--- src/sft_pkg.sv ---
package sft_pkg;
   // ----------------------------------------------------------------
   // register map and configuration fields
   // ----------------------------------------------------------------
   localparam logic [7:0] ADDR_CFG    = 8'h00;
   localparam logic [7:0] ADDR_STAT   = 8'h04;
   localparam int         CFG_MODE    = 0;   // [2:0] tx_mode_sel
   localparam int         CFG_TICK    = 3;   // [7:3] tick code
   localparam int         CFG_LAYOUT  = 8;   // [10:8] payload_layout_sel
   localparam int         CFG_SRC     = 11;  // [12:11] status_nibble_src_sel
   localparam int         CFG_CRCST   = 13;  // crc_status_include
   localparam int         CFG_TRIGW   = 14;  // [21:14] trig_min_width_sel, ticks
   localparam int         CFG_DIE     = 22;  // [23:22] die address
   localparam int         CFG_EN      = 24;  // normal operation
   localparam logic [31:0] CFG_RESET  = 32'h0002_0001;
   localparam int         STAT_BAD    = 3;
   localparam int         STAT_CNT    = 16;

   // ----------------------------------------------------------------
   // modes and frame timing in ticks
   // ----------------------------------------------------------------
   localparam logic [2:0] MODE_CONT   = 3'h1;
   localparam logic [2:0] MODE_ASYNC  = 3'h2;
   localparam logic [2:0] MODE_LONG   = 3'h3;
   localparam logic [2:0] MODE_SHORT  = 3'h4;
   localparam logic [7:0] LONG_MIN_W  = 8'h09;
   localparam logic [7:0] SHORT_MIN_W = 8'h0F;
   localparam logic [9:0] SYNC_TICKS  = 10'h038;
   localparam logic [9:0] NIB_BASE    = 10'h00C;
   localparam logic [9:0] PAUSE_MIN   = 10'h00C;
   localparam logic [9:0] HOLD_TICKS  = 10'h007;
   localparam logic [9:0] LOW_TICKS   = 10'h005;
   localparam int         MAX_FRAME   = 284;
   localparam int         UPDATE_TICKS = 300;
   localparam logic [3:0] CRC_SEED    = 4'h5;
   localparam logic [3:0] CRC_POLY    = 4'hD;  // x^4+x^3+x^2+1, top term implied

   // ----------------------------------------------------------------
   // tick periods in ns and clock rate
   // ----------------------------------------------------------------
   localparam int         CLK_MHZ     = 125;
   localparam logic [13:0] CLK_NS     = 14'(1000 / CLK_MHZ);
   localparam logic [13:0] T_DEFAULT  = 14'h03E8;  // 1 us
   localparam logic [13:0] T_FINE0    = 14'h01F4;  // 0.5 us
   localparam logic [13:0] T_FINE_ST  = 14'h007D;  // 0.125 us
   localparam logic [13:0] T_MID0     = 14'h0DAC;  // 3.5 us
   localparam logic [13:0] T_MID_ST   = 14'h01F4;  // 0.5 us
   localparam logic [13:0] T_CODE30   = 14'h1B58;  // 7 us
   localparam logic [13:0] T_CODE31   = 14'h2710;  // 10 us

   typedef enum logic [2:0] {
      SFT_IDLE   = 3'b000,
      SFT_HOLD   = 3'b001,
      SFT_SYNC   = 3'b011,
      SFT_STATUS = 3'b010,
      SFT_DATA   = 3'b110,
      SFT_CRC    = 3'b111,
      SFT_PAUSE  = 3'b101
   } sft_state_e;
endpackage

--- src/sft_sent_tx.sv ---
// The implementer's own choices: the plain strobed port and the register offsets.
`timescale 1ns/10ps
`default_nettype none
//
// Function
// every frame starts with a 56-tick sync and calibration pulse
// status nibble follows: bits 1:0 device status, 3:2 selected source
// three to six data nibbles follow, content set by layout select
// one CRC nibble follows the data nibbles
// each frame ends with a pause pulse sized to the frame rate; in modes 2 to 7 the code ends the pause after its 5-tick low phase
// seven transmission modes chosen by tx_mode_sel
// mode 1 sends frames back to back without requests
// continuous pause is at least 12 ticks, stretched to update rate
// modes 2 to 7 send a frame only after a trigger pulse
// triggered modes hold the line idle until the next trigger
// controller pulls the line low at least the minimum trigger width
// line stays high at least seven ticks after trigger rise
// modes 6 and 7 sample data at the trigger falling edge
// mode 2 samples data at the end of the status nibble
// minimum trigger width from config, or fixed pulse width modes 3/4
// 5-bit code picks the tick period
// tick codes below 0.5 us are unsupported
// CRC uses x^4+x^3+x^2+1 with seed 0101
// optional inclusion of the status nibble in the CRC
// eight layouts of 3 to 6 nibbles from mag, diag, count, temp
// frame counter advances per frame and wraps to zero
// nibble of value v lasts 12+v ticks, falling edge to falling edge
// each period drives low for fixed ticks then releases high
module sft_sent_tx #(
   parameter int UPDATE_TICKS = sft_pkg::UPDATE_TICKS
) (
   input  wire logic        clk_in,
   input  wire logic        rst_in,
   input  wire logic [7:0]  addr_in,
   input  wire logic [31:0] wdata_in,
   input  wire logic        wr_in,
   input  wire logic        rd_in,
   output logic [31:0]      rdata_out,
   input  wire logic [15:0] mag_in,
   input  wire logic [7:0]  diag_in,
   input  wire logic [11:0] temp_in,
   input  wire logic [1:0]  dev_status_in,
   input  wire logic [1:0]  serial_msg_in,
   input  wire logic        line_in,
   output logic             line_out,
   output logic             line_oe_out
);
   if (UPDATE_TICKS < sft_pkg::MAX_FRAME || UPDATE_TICKS > 1023) begin
      $error("UPDATE_TICKS out of range");
   end
   localparam logic [9:0] UPD = 10'(UPDATE_TICKS);

   // ----------------------------------------------------------------
   // state
   // ----------------------------------------------------------------
   sft_pkg::sft_state_e state;
   sft_pkg::sft_state_e next_state;
   logic [31:0] cfg;
   logic [31:0] next_cfg;
   logic [31:0] next_rdata;
   logic [9:0]  tcnt;
   logic [9:0]  next_tcnt;
   logic [9:0]  ftick;
   logic [9:0]  next_ftick;
   logic [2:0]  didx;
   logic [2:0]  next_didx;
   logic [3:0]  nib;
   logic [3:0]  next_nib;
   logic [15:0] s_mag;
   logic [15:0] next_s_mag;
   logic [7:0]  s_diag;
   logic [7:0]  next_s_diag;
   logic [11:0] s_temp;
   logic [11:0] next_s_temp;
   logic [11:0] fcnt;
   logic [11:0] next_fcnt;
   logic [7:0]  lo_cnt;
   logic [7:0]  next_lo_cnt;
   logic        line_d;
   logic        next_oe;
   logic        tick;
   logic        tick_bad;
   logic        crc_clr;
   logic        crc_step;
   logic [3:0]  crc_val;
   logic [2:0]  mode;
   logic        trig_mode;
   logic        sync_trig;
   logic [7:0]  min_w;
   logic        per_end;
   logic        capture;

   sft_tick_gen u_tick (
      .clk_in  (clk_in),
      .rst_in  (rst_in),
      .code_in (cfg[sft_pkg::CFG_TICK +: 5]),
      .tick_out(tick),
      .bad_out (tick_bad)
   );

   sft_crc4 u_crc (
      .clk_in (clk_in),
      .rst_in (rst_in),
      .clr_in (crc_clr),
      .step_in(crc_step),
      .nib_in (next_nib),
      .crc_out(crc_val)
   );

   // ----------------------------------------------------------------
   // payload decode
   // ----------------------------------------------------------------
   function automatic logic [2:0] nib_count(input logic [2:0] lay);
      nib_count = (lay == 3'd0) ? 3'd3 : (lay == 3'd4) ? 3'd4 : 3'd6;
   endfunction

   function automatic logic [3:0] data_nib(input logic [2:0] lay, input logic [2:0] i,
                                           input logic [15:0] m, input logic [7:0] d,
                                           input logic [11:0] t, input logic [11:0] c);
      logic [23:0] w;
      w = {m[15:4], c};
      case (lay)
         3'd1:    w = {m[15:4], d, c[3:0]};
         3'd2:    w = {m[15:4], c};
         3'd3:    w = {m[15:4], t};
         3'd5:    w = {m, d};
         3'd6:    w = {m, c[7:0]};
         3'd7:    w = {m, t[11:4]};
         default: w = {m, 8'h00};
      endcase
      data_nib = w[5'(20 - 4 * int'(i)) +: 4];
   endfunction

   // ----------------------------------------------------------------
   // mode decode
   // ----------------------------------------------------------------
   always_comb begin
      mode      = cfg[sft_pkg::CFG_MODE +: 3];
      sync_trig = (mode == 3'd6) || (mode == 3'd7);
      trig_mode = sync_trig || (mode >= sft_pkg::MODE_ASYNC && mode <= 3'd5);
      if (mode == sft_pkg::MODE_LONG) begin
         min_w = sft_pkg::LONG_MIN_W;
      end else if (mode == sft_pkg::MODE_SHORT) begin
         min_w = sft_pkg::SHORT_MIN_W;
      end else begin
         min_w = cfg[sft_pkg::CFG_TRIGW +: 8];
      end
      per_end = tick && (tcnt == 10'(sft_pkg::NIB_BASE + 10'(nib) - 10'd1));
   end

   // ----------------------------------------------------------------
   // frame sequencer
   // ----------------------------------------------------------------
   always_comb begin
      next_state  = state;
      next_tcnt   = tick ? 10'(tcnt + 10'd1) : tcnt;
      next_ftick  = (tick && ftick != 10'h3FF) ? 10'(ftick + 10'd1) : ftick;
      next_didx   = didx;
      next_nib    = nib;
      next_fcnt   = fcnt;
      // our own low phases must never count towards a trigger width
      next_lo_cnt = line_oe_out ? 8'h00
                  : (tick && !line_in && lo_cnt != 8'hFF) ? 8'(lo_cnt + 8'd1) : lo_cnt;
      crc_clr     = 1'b0;
      crc_step    = 1'b0;
      capture     = 1'b0;
      // a falling edge made by the controller restarts the width count
      if (line_d && !line_in && !line_oe_out) begin
         next_lo_cnt = 8'h00;
         if (sync_trig && state == sft_pkg::SFT_IDLE) begin
            capture = 1'b1;
         end
      end
      case (state)
         sft_pkg::SFT_IDLE: begin
            next_tcnt = 10'h000;
            if (!cfg[sft_pkg::CFG_EN]) begin
               next_state = sft_pkg::SFT_IDLE;
            end else if (mode == sft_pkg::MODE_CONT && tick) begin
               next_state = sft_pkg::SFT_SYNC;
               next_ftick = 10'h000;
               crc_clr    = 1'b1;
               capture    = 1'b1;
            end else if (trig_mode && !line_d && line_in && lo_cnt >= min_w) begin
               next_state = sft_pkg::SFT_HOLD;
            end
         end
         sft_pkg::SFT_HOLD: begin
            // the first tick may come at once: one extra keeps seven full ticks
            if (tick && tcnt == sft_pkg::HOLD_TICKS) begin
               next_state = sft_pkg::SFT_SYNC;
               next_tcnt  = 10'h000;
               next_ftick = 10'h000;
               crc_clr    = 1'b1;
            end
         end
         sft_pkg::SFT_SYNC: begin
            if (tick && tcnt == 10'(sft_pkg::SYNC_TICKS - 10'd1)) begin
               next_state = sft_pkg::SFT_STATUS;
               next_tcnt  = 10'h000;
               case (cfg[sft_pkg::CFG_SRC +: 2])
                  2'd1:    next_nib = {2'b00, dev_status_in};
                  2'd2:    next_nib = {cfg[sft_pkg::CFG_DIE +: 2], dev_status_in};
                  default: next_nib = {serial_msg_in, dev_status_in};
               endcase
               crc_step = cfg[sft_pkg::CFG_CRCST];
            end
         end
         sft_pkg::SFT_STATUS: begin
            if (per_end) begin
               capture    = (mode == sft_pkg::MODE_ASYNC);
               next_state = sft_pkg::SFT_DATA;
               next_tcnt  = 10'h000;
               next_didx  = 3'd0;
               next_nib   = data_nib(cfg[sft_pkg::CFG_LAYOUT +: 3], 3'd0,
                                     capture ? mag_in : s_mag, s_diag, s_temp, fcnt);
               crc_step   = 1'b1;
            end
         end
         sft_pkg::SFT_DATA: begin
            if (per_end) begin
               next_tcnt = 10'h000;
               if (didx == 3'(nib_count(cfg[sft_pkg::CFG_LAYOUT +: 3]) - 3'd1)) begin
                  next_state = sft_pkg::SFT_CRC;
                  next_nib   = crc_val;
                  next_fcnt  = 12'(fcnt + 12'd1);
               end else begin
                  next_didx = 3'(didx + 3'd1);
                  next_nib  = data_nib(cfg[sft_pkg::CFG_LAYOUT +: 3], next_didx,
                                       s_mag, s_diag, s_temp, fcnt);
                  crc_step  = 1'b1;
               end
            end
         end
         sft_pkg::SFT_CRC: begin
            if (per_end) begin
               next_state = sft_pkg::SFT_PAUSE;
               next_tcnt  = 10'h000;
            end
         end
         sft_pkg::SFT_PAUSE: begin
            if (!cfg[sft_pkg::CFG_EN] || (trig_mode && tick && tcnt == 10'(sft_pkg::LOW_TICKS
                - 10'd1))) begin
               next_state = sft_pkg::SFT_IDLE;
            end else if (mode == sft_pkg::MODE_CONT && tick
                         && tcnt >= 10'(sft_pkg::PAUSE_MIN - 10'd1) && ftick >= UPD - 10'd1) begin
               next_state = sft_pkg::SFT_SYNC;
               next_tcnt  = 10'h000;
               next_ftick = 10'h000;
               crc_clr    = 1'b1;
               capture    = 1'b1;
            end
         end
         default: begin
            next_state = sft_pkg::SFT_IDLE;
         end
      endcase
      next_s_mag  = capture ? mag_in : s_mag;
      next_s_diag = capture ? diag_in : s_diag;
      next_s_temp = capture ? temp_in : s_temp;
      // low phase opens every period, then the line is released
      next_oe = (next_state != sft_pkg::SFT_IDLE) && (next_state != sft_pkg::SFT_HOLD)
                && (next_tcnt < sft_pkg::LOW_TICKS);
   end

   // ----------------------------------------------------------------
   // register port; reads answer one cycle later, unmapped reads zero
   // ----------------------------------------------------------------
   always_comb begin
      next_cfg   = (wr_in && addr_in == sft_pkg::ADDR_CFG) ? wdata_in : cfg;
      next_rdata = 32'h0000_0000;
      if (rd_in && addr_in == sft_pkg::ADDR_CFG) begin
         next_rdata = cfg;
      end else if (rd_in && addr_in == sft_pkg::ADDR_STAT) begin
         next_rdata = {4'h0, fcnt, 12'h000, tick_bad, state};
      end
   end

   always_ff @(posedge clk_in) begin
      if (rst_in) begin
         state       <= sft_pkg::SFT_IDLE;
         cfg         <= sft_pkg::CFG_RESET;
         rdata_out   <= 32'h0000_0000;
         tcnt        <= 10'h000;
         ftick       <= 10'h000;
         didx        <= 3'd0;
         nib         <= 4'h0;
         s_mag       <= 16'h0000;
         s_diag      <= 8'h00;
         s_temp      <= 12'h000;
         fcnt        <= 12'h000;
         lo_cnt      <= 8'h00;
         line_d      <= 1'b1;
         line_oe_out <= 1'b0;
         line_out    <= 1'b0;
      end else begin
         state       <= next_state;
         cfg         <= next_cfg;
         rdata_out   <= next_rdata;
         tcnt        <= next_tcnt;
         ftick       <= next_ftick;
         didx        <= next_didx;
         nib         <= next_nib;
         s_mag       <= next_s_mag;
         s_diag      <= next_s_diag;
         s_temp      <= next_s_temp;
         fcnt        <= next_fcnt;
         lo_cnt      <= next_lo_cnt;
         line_d      <= line_in;
         line_oe_out <= next_oe;
         line_out    <= 1'b0;     // open drain: only ever pulls low
      end
   end

   // ----------------------------------------------------------------
   // checks
   // ----------------------------------------------------------------
   sync_length_a: assert property (@(posedge clk_in) disable iff (rst_in)
      (state == sft_pkg::SFT_SYNC && tick && tcnt == 10'd55)
      |=> state == sft_pkg::SFT_STATUS) else $error("sync pulse not 56 ticks");
   nibble_hold_a: assert property (@(posedge clk_in) disable iff (rst_in)
      (state == sft_pkg::SFT_DATA && tick && tcnt != 10'(10'd11 + 10'(nib)))
      |=> state == sft_pkg::SFT_DATA && tcnt == $past(tcnt) + 10'd1)
      else $error("data nibble cut short");
   hold_high_a: assert property (@(posedge clk_in) disable iff (rst_in)
      (state == sft_pkg::SFT_IDLE && next_state == sft_pkg::SFT_HOLD)
      |=> !line_oe_out [*7]) else $error("line driven within hold gap");
   pause_min_a: assert property (@(posedge clk_in) disable iff (rst_in)
      (state == sft_pkg::SFT_PAUSE && mode == sft_pkg::MODE_CONT && cfg[sft_pkg::CFG_EN]
       && tcnt < 10'd11) |=> state == sft_pkg::SFT_PAUSE) else $error("pause too short");
   trig_wait_a: assert property (@(posedge clk_in) disable iff (rst_in)
      (state == sft_pkg::SFT_IDLE && trig_mode && !(!line_d && line_in))
      |=> state == sft_pkg::SFT_IDLE) else $error("frame sent without trigger");
   cont_start_a: assert property (@(posedge clk_in) disable iff (rst_in)
      (state == sft_pkg::SFT_IDLE && mode == sft_pkg::MODE_CONT && cfg[sft_pkg::CFG_EN]
       && tick)
      |=> state == sft_pkg::SFT_SYNC ##1 line_oe_out) else $error("continuous frame missing");
   frame_count_a: assert property (@(posedge clk_in) disable iff (rst_in)
      (state == sft_pkg::SFT_DATA && next_state == sft_pkg::SFT_CRC)
      |=> fcnt == 12'($past(fcnt) + 12'd1)) else $error("frame counter not advanced");
   crc_nibble_a: assert property (@(posedge clk_in) disable iff (rst_in)
      (state == sft_pkg::SFT_DATA && next_state == sft_pkg::SFT_CRC)
      |=> nib == $past(crc_val)) else $error("crc nibble mismatch");
endmodule
`default_nettype wire

--- src/sft_tick_gen.sv ---
`timescale 1ns/10ps
`default_nettype none
module sft_tick_gen (
   input  wire logic       clk_in,
   input  wire logic       rst_in,
   input  wire logic [4:0] code_in,
   output logic            tick_out,
   output logic            bad_out
);
   logic [13:0] acc;
   logic [13:0] next_acc;
   logic [13:0] period;
   logic        next_tick;
   logic        next_bad;

   // ----------------------------------------------------------------
   // code to period; unsupported sub-0.5us codes fall back to 1 us
   // ----------------------------------------------------------------
   function automatic logic [13:0] tick_ns(input logic [4:0] c);
      if (c >= 5'd3 && c <= 5'd23) begin
         tick_ns = 14'(sft_pkg::T_FINE0 + 14'(c - 5'd3) * sft_pkg::T_FINE_ST);
      end else if (c >= 5'd24 && c <= 5'd29) begin
         tick_ns = 14'(sft_pkg::T_MID0 + 14'(c - 5'd24) * sft_pkg::T_MID_ST);
      end else if (c == 5'd30) begin
         tick_ns = sft_pkg::T_CODE30;
      end else if (c == 5'd31) begin
         tick_ns = sft_pkg::T_CODE31;
      end else begin
         tick_ns = sft_pkg::T_DEFAULT;
      end
   endfunction

   // fractional accumulator keeps the long-run tick rate exact
   always_comb begin
      period    = tick_ns(code_in);
      next_bad  = (code_in == 5'd1) || (code_in == 5'd2);
      next_acc  = 14'(acc + sft_pkg::CLK_NS);
      next_tick = 1'b0;
      if (next_acc >= period) begin
         next_acc  = 14'(next_acc - period);
         next_tick = 1'b1;
      end
   end

   always_ff @(posedge clk_in) begin
      if (rst_in) begin
         acc      <= 14'h0000;
         tick_out <= 1'b0;
         bad_out  <= 1'b0;
      end else begin
         acc      <= next_acc;
         tick_out <= next_tick;
         bad_out  <= next_bad;
      end
   end

   tick_bad_a: assert property (@(posedge clk_in) disable iff (rst_in)
      (code_in == 5'd1) |=> bad_out) else $error("invalid tick code not flagged");
endmodule
`default_nettype wire

--- src/sft_crc4.sv ---
`timescale 1ns/10ps
`default_nettype none
module sft_crc4 (
   input  wire logic       clk_in,
   input  wire logic       rst_in,
   input  wire logic       clr_in,
   input  wire logic       step_in,
   input  wire logic [3:0] nib_in,
   output logic [3:0]      crc_out
);
   logic [3:0] crc;
   logic [3:0] next_crc;
   logic [3:0] next_out;

   // multiply by x^4 modulo the generator
   function automatic logic [3:0] mul_x4(input logic [3:0] c);
      logic [3:0] r;
      r = c;
      for (int i = 0; i < 4; i++) begin
         r = r[3] ? ({r[2:0], 1'b0} ^ sft_pkg::CRC_POLY) : {r[2:0], 1'b0};
      end
      mul_x4 = r;
   endfunction

   // table-free nibble update, final zero nibble appended on output
   always_comb begin
      next_crc = crc;
      if (clr_in) begin
         next_crc = sft_pkg::CRC_SEED;
      end else if (step_in) begin
         next_crc = mul_x4(crc) ^ nib_in;
      end
      next_out = mul_x4(next_crc);
   end

   always_ff @(posedge clk_in) begin
      if (rst_in) begin
         crc     <= sft_pkg::CRC_SEED;
         crc_out <= 4'h0;
      end else begin
         crc     <= next_crc;
         crc_out <= next_out;
      end
   end
endmodule
`default_nettype wire

--- config.mk ---
export PLATFORM = sky130hd
export DESIGN_NAME = sft_sent_tx
export DESIGN_NICKNAME = d
export VERILOG_FILES = /design/src/sft_pkg.sv /design/src/sft_sent_tx.sv /design/src/sft_tick_gen.sv /design/src/sft_crc4.sv
export SDC_FILE = /design/constraint.sdc
export NUM_CORES = 1
export LEC_CHECK = 0
export BUFFER_PORTS_ARGS = -buffer_cell sky130_fd_sc_hd__buf_4
export CAP_MARGIN = 20
export CORE_MARGIN = 2
export CORE_UTILIZATION = 50
export DETAILED_ROUTE_END_ITERATION = 6
export PLACE_DENSITY = 0.72
export SLEW_MARGIN = 10
export SYNTH_ARGS = -nofsm -noshare
export SYNTH_HDL_FRONTEND = slang
export SYNTH_SLANG_ARGS = --single-unit
--- constraint.sdc ---
create_clock -name clk_in -period 20.5 [get_ports clk_in]
set_input_delay 2.05 -clock clk_in [delete_from_list [all_inputs] [get_ports clk_in]]
set_output_delay 2.05 -clock clk_in [all_outputs]
set_load 0.005 [all_outputs]
==> flow_summary.yaml <==
critical_path:
  r2r_setup_slack_ps: 12720
  cp_data_required_time_ps: 20800
  cp_cell_sequence: "inv_1 > ha_1 > inv_1 > fa_1 > inv_1 > ha_1 > inv_1 > fa_1 > fa_1 > fa_1 > o21ai_0 > nand2_1 > ha_1 > a21o_1 > a21oi_1 > o21ai_0 > a2111oi_0 > nor3_1 > o2111ai_1 > nand3b_1 > a21oi_2 > mux2i_1 > nor2_1"
  reg2regPathDepth: 23
  cpMaxStageDelayCell: "dfxtp_1"
  slowest_delay_ps: 840
  r2r_end: "u_tick.acc[3]"
  rr_startpoint: "cfg[3]"
  critical_path_arrival_ps: 8080
  cp_max_fo: 20
  crit_family: "adder cells"
  setup.worst_path.class: "reg2reg"
  cp-end-kind: "register"
  startpoint_type: "register"
  path_buf_inv: 4
final_layout:
  synthToLayoutAreaGrowth_pct: 14.7
  diodes: 0
  fill_cells: 1981
  final_common_cell: "dfxtp_1"
  layout-drive-gt1-share: 0.122
  most-common-layout-cells: "dfxtp_1 (168), nand2_1 (134), nor2_1 (133)"
  layout.nets: 1650
  finish.utilization: 0.581
clock_tree:
  cts_hold_buf: 0
  cts.repair.resized: 0
  cts-htree-levels: 4
  clk_path_buf_depth: 2
  clk_pin_slew_ps: 80
  cts.sinks: 168
  clock_latency_ps: 440
  cts-root-buf: "clkbuf_16"
  tritoncts: "built"
  post_cts_buffers: 0
  cts_made_buffers: 17
yosys:
  synth_area_per_cell_um2: 8.36
  yosysWarnings: 0
  synthCells: 1362
  synth.area.top_cells: "dfxtp_1 (30%), ha_1 (10%), mux2i_1 (6.4%)"
  synth_area_um2: 11400
  ys_seq_elements: 168
  synth_top_area_share: 0.295
  ys.flop_type: "dfxtp_1"
  synth_edf_count: 0
  synth-async-reset-ratio: 0
  synth_area_leader_cell: "dfxtp_1"
  ys_seq_area_frac: 0.295
  ys_types: 74
min_path:
  worstHoldStart: "cfg[28]"
  holdPathEnd: "cfg[28]"
  hold_depth: 2
  min_path_type: "reg2reg"
global_route:
  grt_pass1_wl_um: 44200
  track_usage: 0.224
  grt_max_degree: 70
  grt_pass1_vias: 8979
  antenna_found_initial: 0
  grt_overflow: 0
place:
  place_congestion: 0.905
  numPortBuffers: 109
  dpl.hpwl_um: 19900
timing:
  min_period_ps: 7780
  final-hold-violation-count: 0
  tightest_slew_ps: 1030
  setup_viol: 0
  fmax_mhz: 129
  rsz0062_at_grt: "no"
  relSlewSlack: 0.313
  setup_tns_ps: 0
  post-route-period-util: 0.380
  finalMaxSlewViolations: 0
  finalClockSkew_ps: 13.0
route:
  drt-total-wl_um: 27000
  viasPerCell: 5.53
  vias: 9607
  drtIter0Drc: 781
  drcViolationCount: 0
  ant_nets: 0
  wire_per_inst_um: 15.6
  firstDrtPassIters: 5
floorplanning:
  initial_core_util: 0.506
  core-area_um2: 22500
  die_h_um: 155
  fp-row-count: 55
  die_w_um: 155
  ios: 119
  die_area_um2: 24000
pwr:
  cellPowerDensity_nw_per_um2: 54.4
  power_frac_seq: 0.463
  p_comb_frac: 0.061
  clockPowerShare: 0.476
  ir_worst_vdd_v: 0.0000587
  p_sw_frac: 0.269
  intPower_w: 0.000519
  p_leak_nw: 5.72
  p_switching_w: 0.000191
job:
  drv_cap: 0
run_status:
  status: "finished, final reports clean"
[worst reg2reg max path, cell delays in order (launching register included)]
cell	delay (ps)
dfxtp_1	840
inv_1	270
ha_1	690
inv_1	150
fa_1	500
inv_1	40
ha_1	260
inv_1	50
fa_1	510
fa_1	540
fa_1	490
o21ai_0	170
nand2_1	110
ha_1	380
a21o_1	200
a21oi_1	160
o21ai_0	140
a2111oi_0	440
nor3_1	170
o2111ai_1	260
nand3b_1	130
a21oi_2	790
mux2i_1	300
nor2_1	60
[flip-flops by register name, summed over array words and instances, names as in the netlist]
name and flops:
nib 4, u_crc.crc 4, line_oe_out 1, state 3
fcnt 12, u_crc.crc_out 4, line_d 1, u_tick.acc 14
s_mag 8, rdata_out 32, tcnt 10, s_diag 8
u_tick.tick_out 1, u_tick.bad_out 1, didx 3, lo_cnt 8
cfg 32, ftick 10, s_temp 12
[logic make-up (layout without fill, tap and decap cells)]
group,after synthesis,count (layout),synth area share
AO/OA/AOI/OAI,253,253,0.139
XOR/XNOR,100,100,0.0769
adder cells (fa/ha/maj),126,126,0.160
buffers and inverters,166,255,0.0555
flip-flops,168,168,0.295
multiplexers,86,86,0.0772
other,2,3,0.000659
AND/OR/NAND/NOR,461,461,0.195
[cell usage after synthesis (all sizes together) (6+ instances only)]
cell type,instances
a22oi,6
nand3b,6
buf,11
mux2,12
dfxtp,168
xor2,37
nand2b,22
nor2,135
or2,6
ha,93
nor3,26
o21bai,8
a31oi,7
clkbuf,50
or3,11
nand3,29
nor2b,17
nor3b,8
o21a,7
mux2i,74
fa,33
and3,17
a21o,18
nand2,134
xnor2,63
a21oi,98
nand4,14
a211oi,7
o21ai,49
inv,105
and2,15
o211ai,11
[per-stage QoR]
step	total power, W	hold slack [ps]	instances	area, um^2	worst slack (ps)
after floorplan	0.000361	430	1363	11400	13420
after global placement	0.000379	433	1705	12400	12860
after detailed placement	0.000379	444	1705	12400	12740
after CTS	0.000715	456	1737	13100	12740
after global routing	0.000734	476	1737	13100	12140
final	0.000710	454	1737	13100	12720
[layer usage]
metal  track usage  wire length, um  up-vias
li1              -                -     4801
met1         0.319            13100     4528
met2         0.355            12100      248
met3        0.0292             1320       30
met4        0.0648              499        0
met5             0                0        -
[power by group through the flow]
| stage | sequential, W | combinational [W] | clock, W |
|---|---|---|---|
| 6_report | 0.000329 | 0.0000436 | 0.000338 |
| 5_1_grt | 0.000329 | 0.0000478 | 0.000357 |
| 3_3_place_gp | 0.000336 | 0.0000422 | 0 |
| 3_5_place_dp | 0.000336 | 0.0000424 | 0 |
| 2_1_floorplan | 0.000336 | 0.0000257 | 0 |
| 4_1_cts | 0.000329 | 0.0000434 | 0.000343 |
[worst max-delay path by stage]
stage / from / to / slack, ps / depth (start not counted)
after floorplan: cfg[3] / u_tick.acc[10] / 13420 / 28
after CTS: cfg[3] / u_tick.acc[3] / 12740 / 23
after detailed placement: cfg[3] / u_tick.acc[6] / 12740 / 25
final: cfg[3] / u_tick.acc[3] / 12720 / 23
after global routing: cfg[3] / u_tick.acc[1] / 12140 / 25
after global placement: cfg[3] / u_tick.acc[10] / 12860 / 25
[final cells by class]
class / instances / area [um^2] / share of cell area
Clock inverter: 15 / 219 / 0.0168
Timing Repair Buffer: 118 / 886 / 0.0678
Sequential cell: 168 / 3360 / 0.257
Tap cell: 285 / 357 / 0.0273
Inverter: 105 / 394 / 0.0302
Clock buffer: 17 / 425 / 0.0326
Multi-Input combinational cell: 1029 / 7420 / 0.568
No activity file was read; power rests on OpenSTA's default activity.
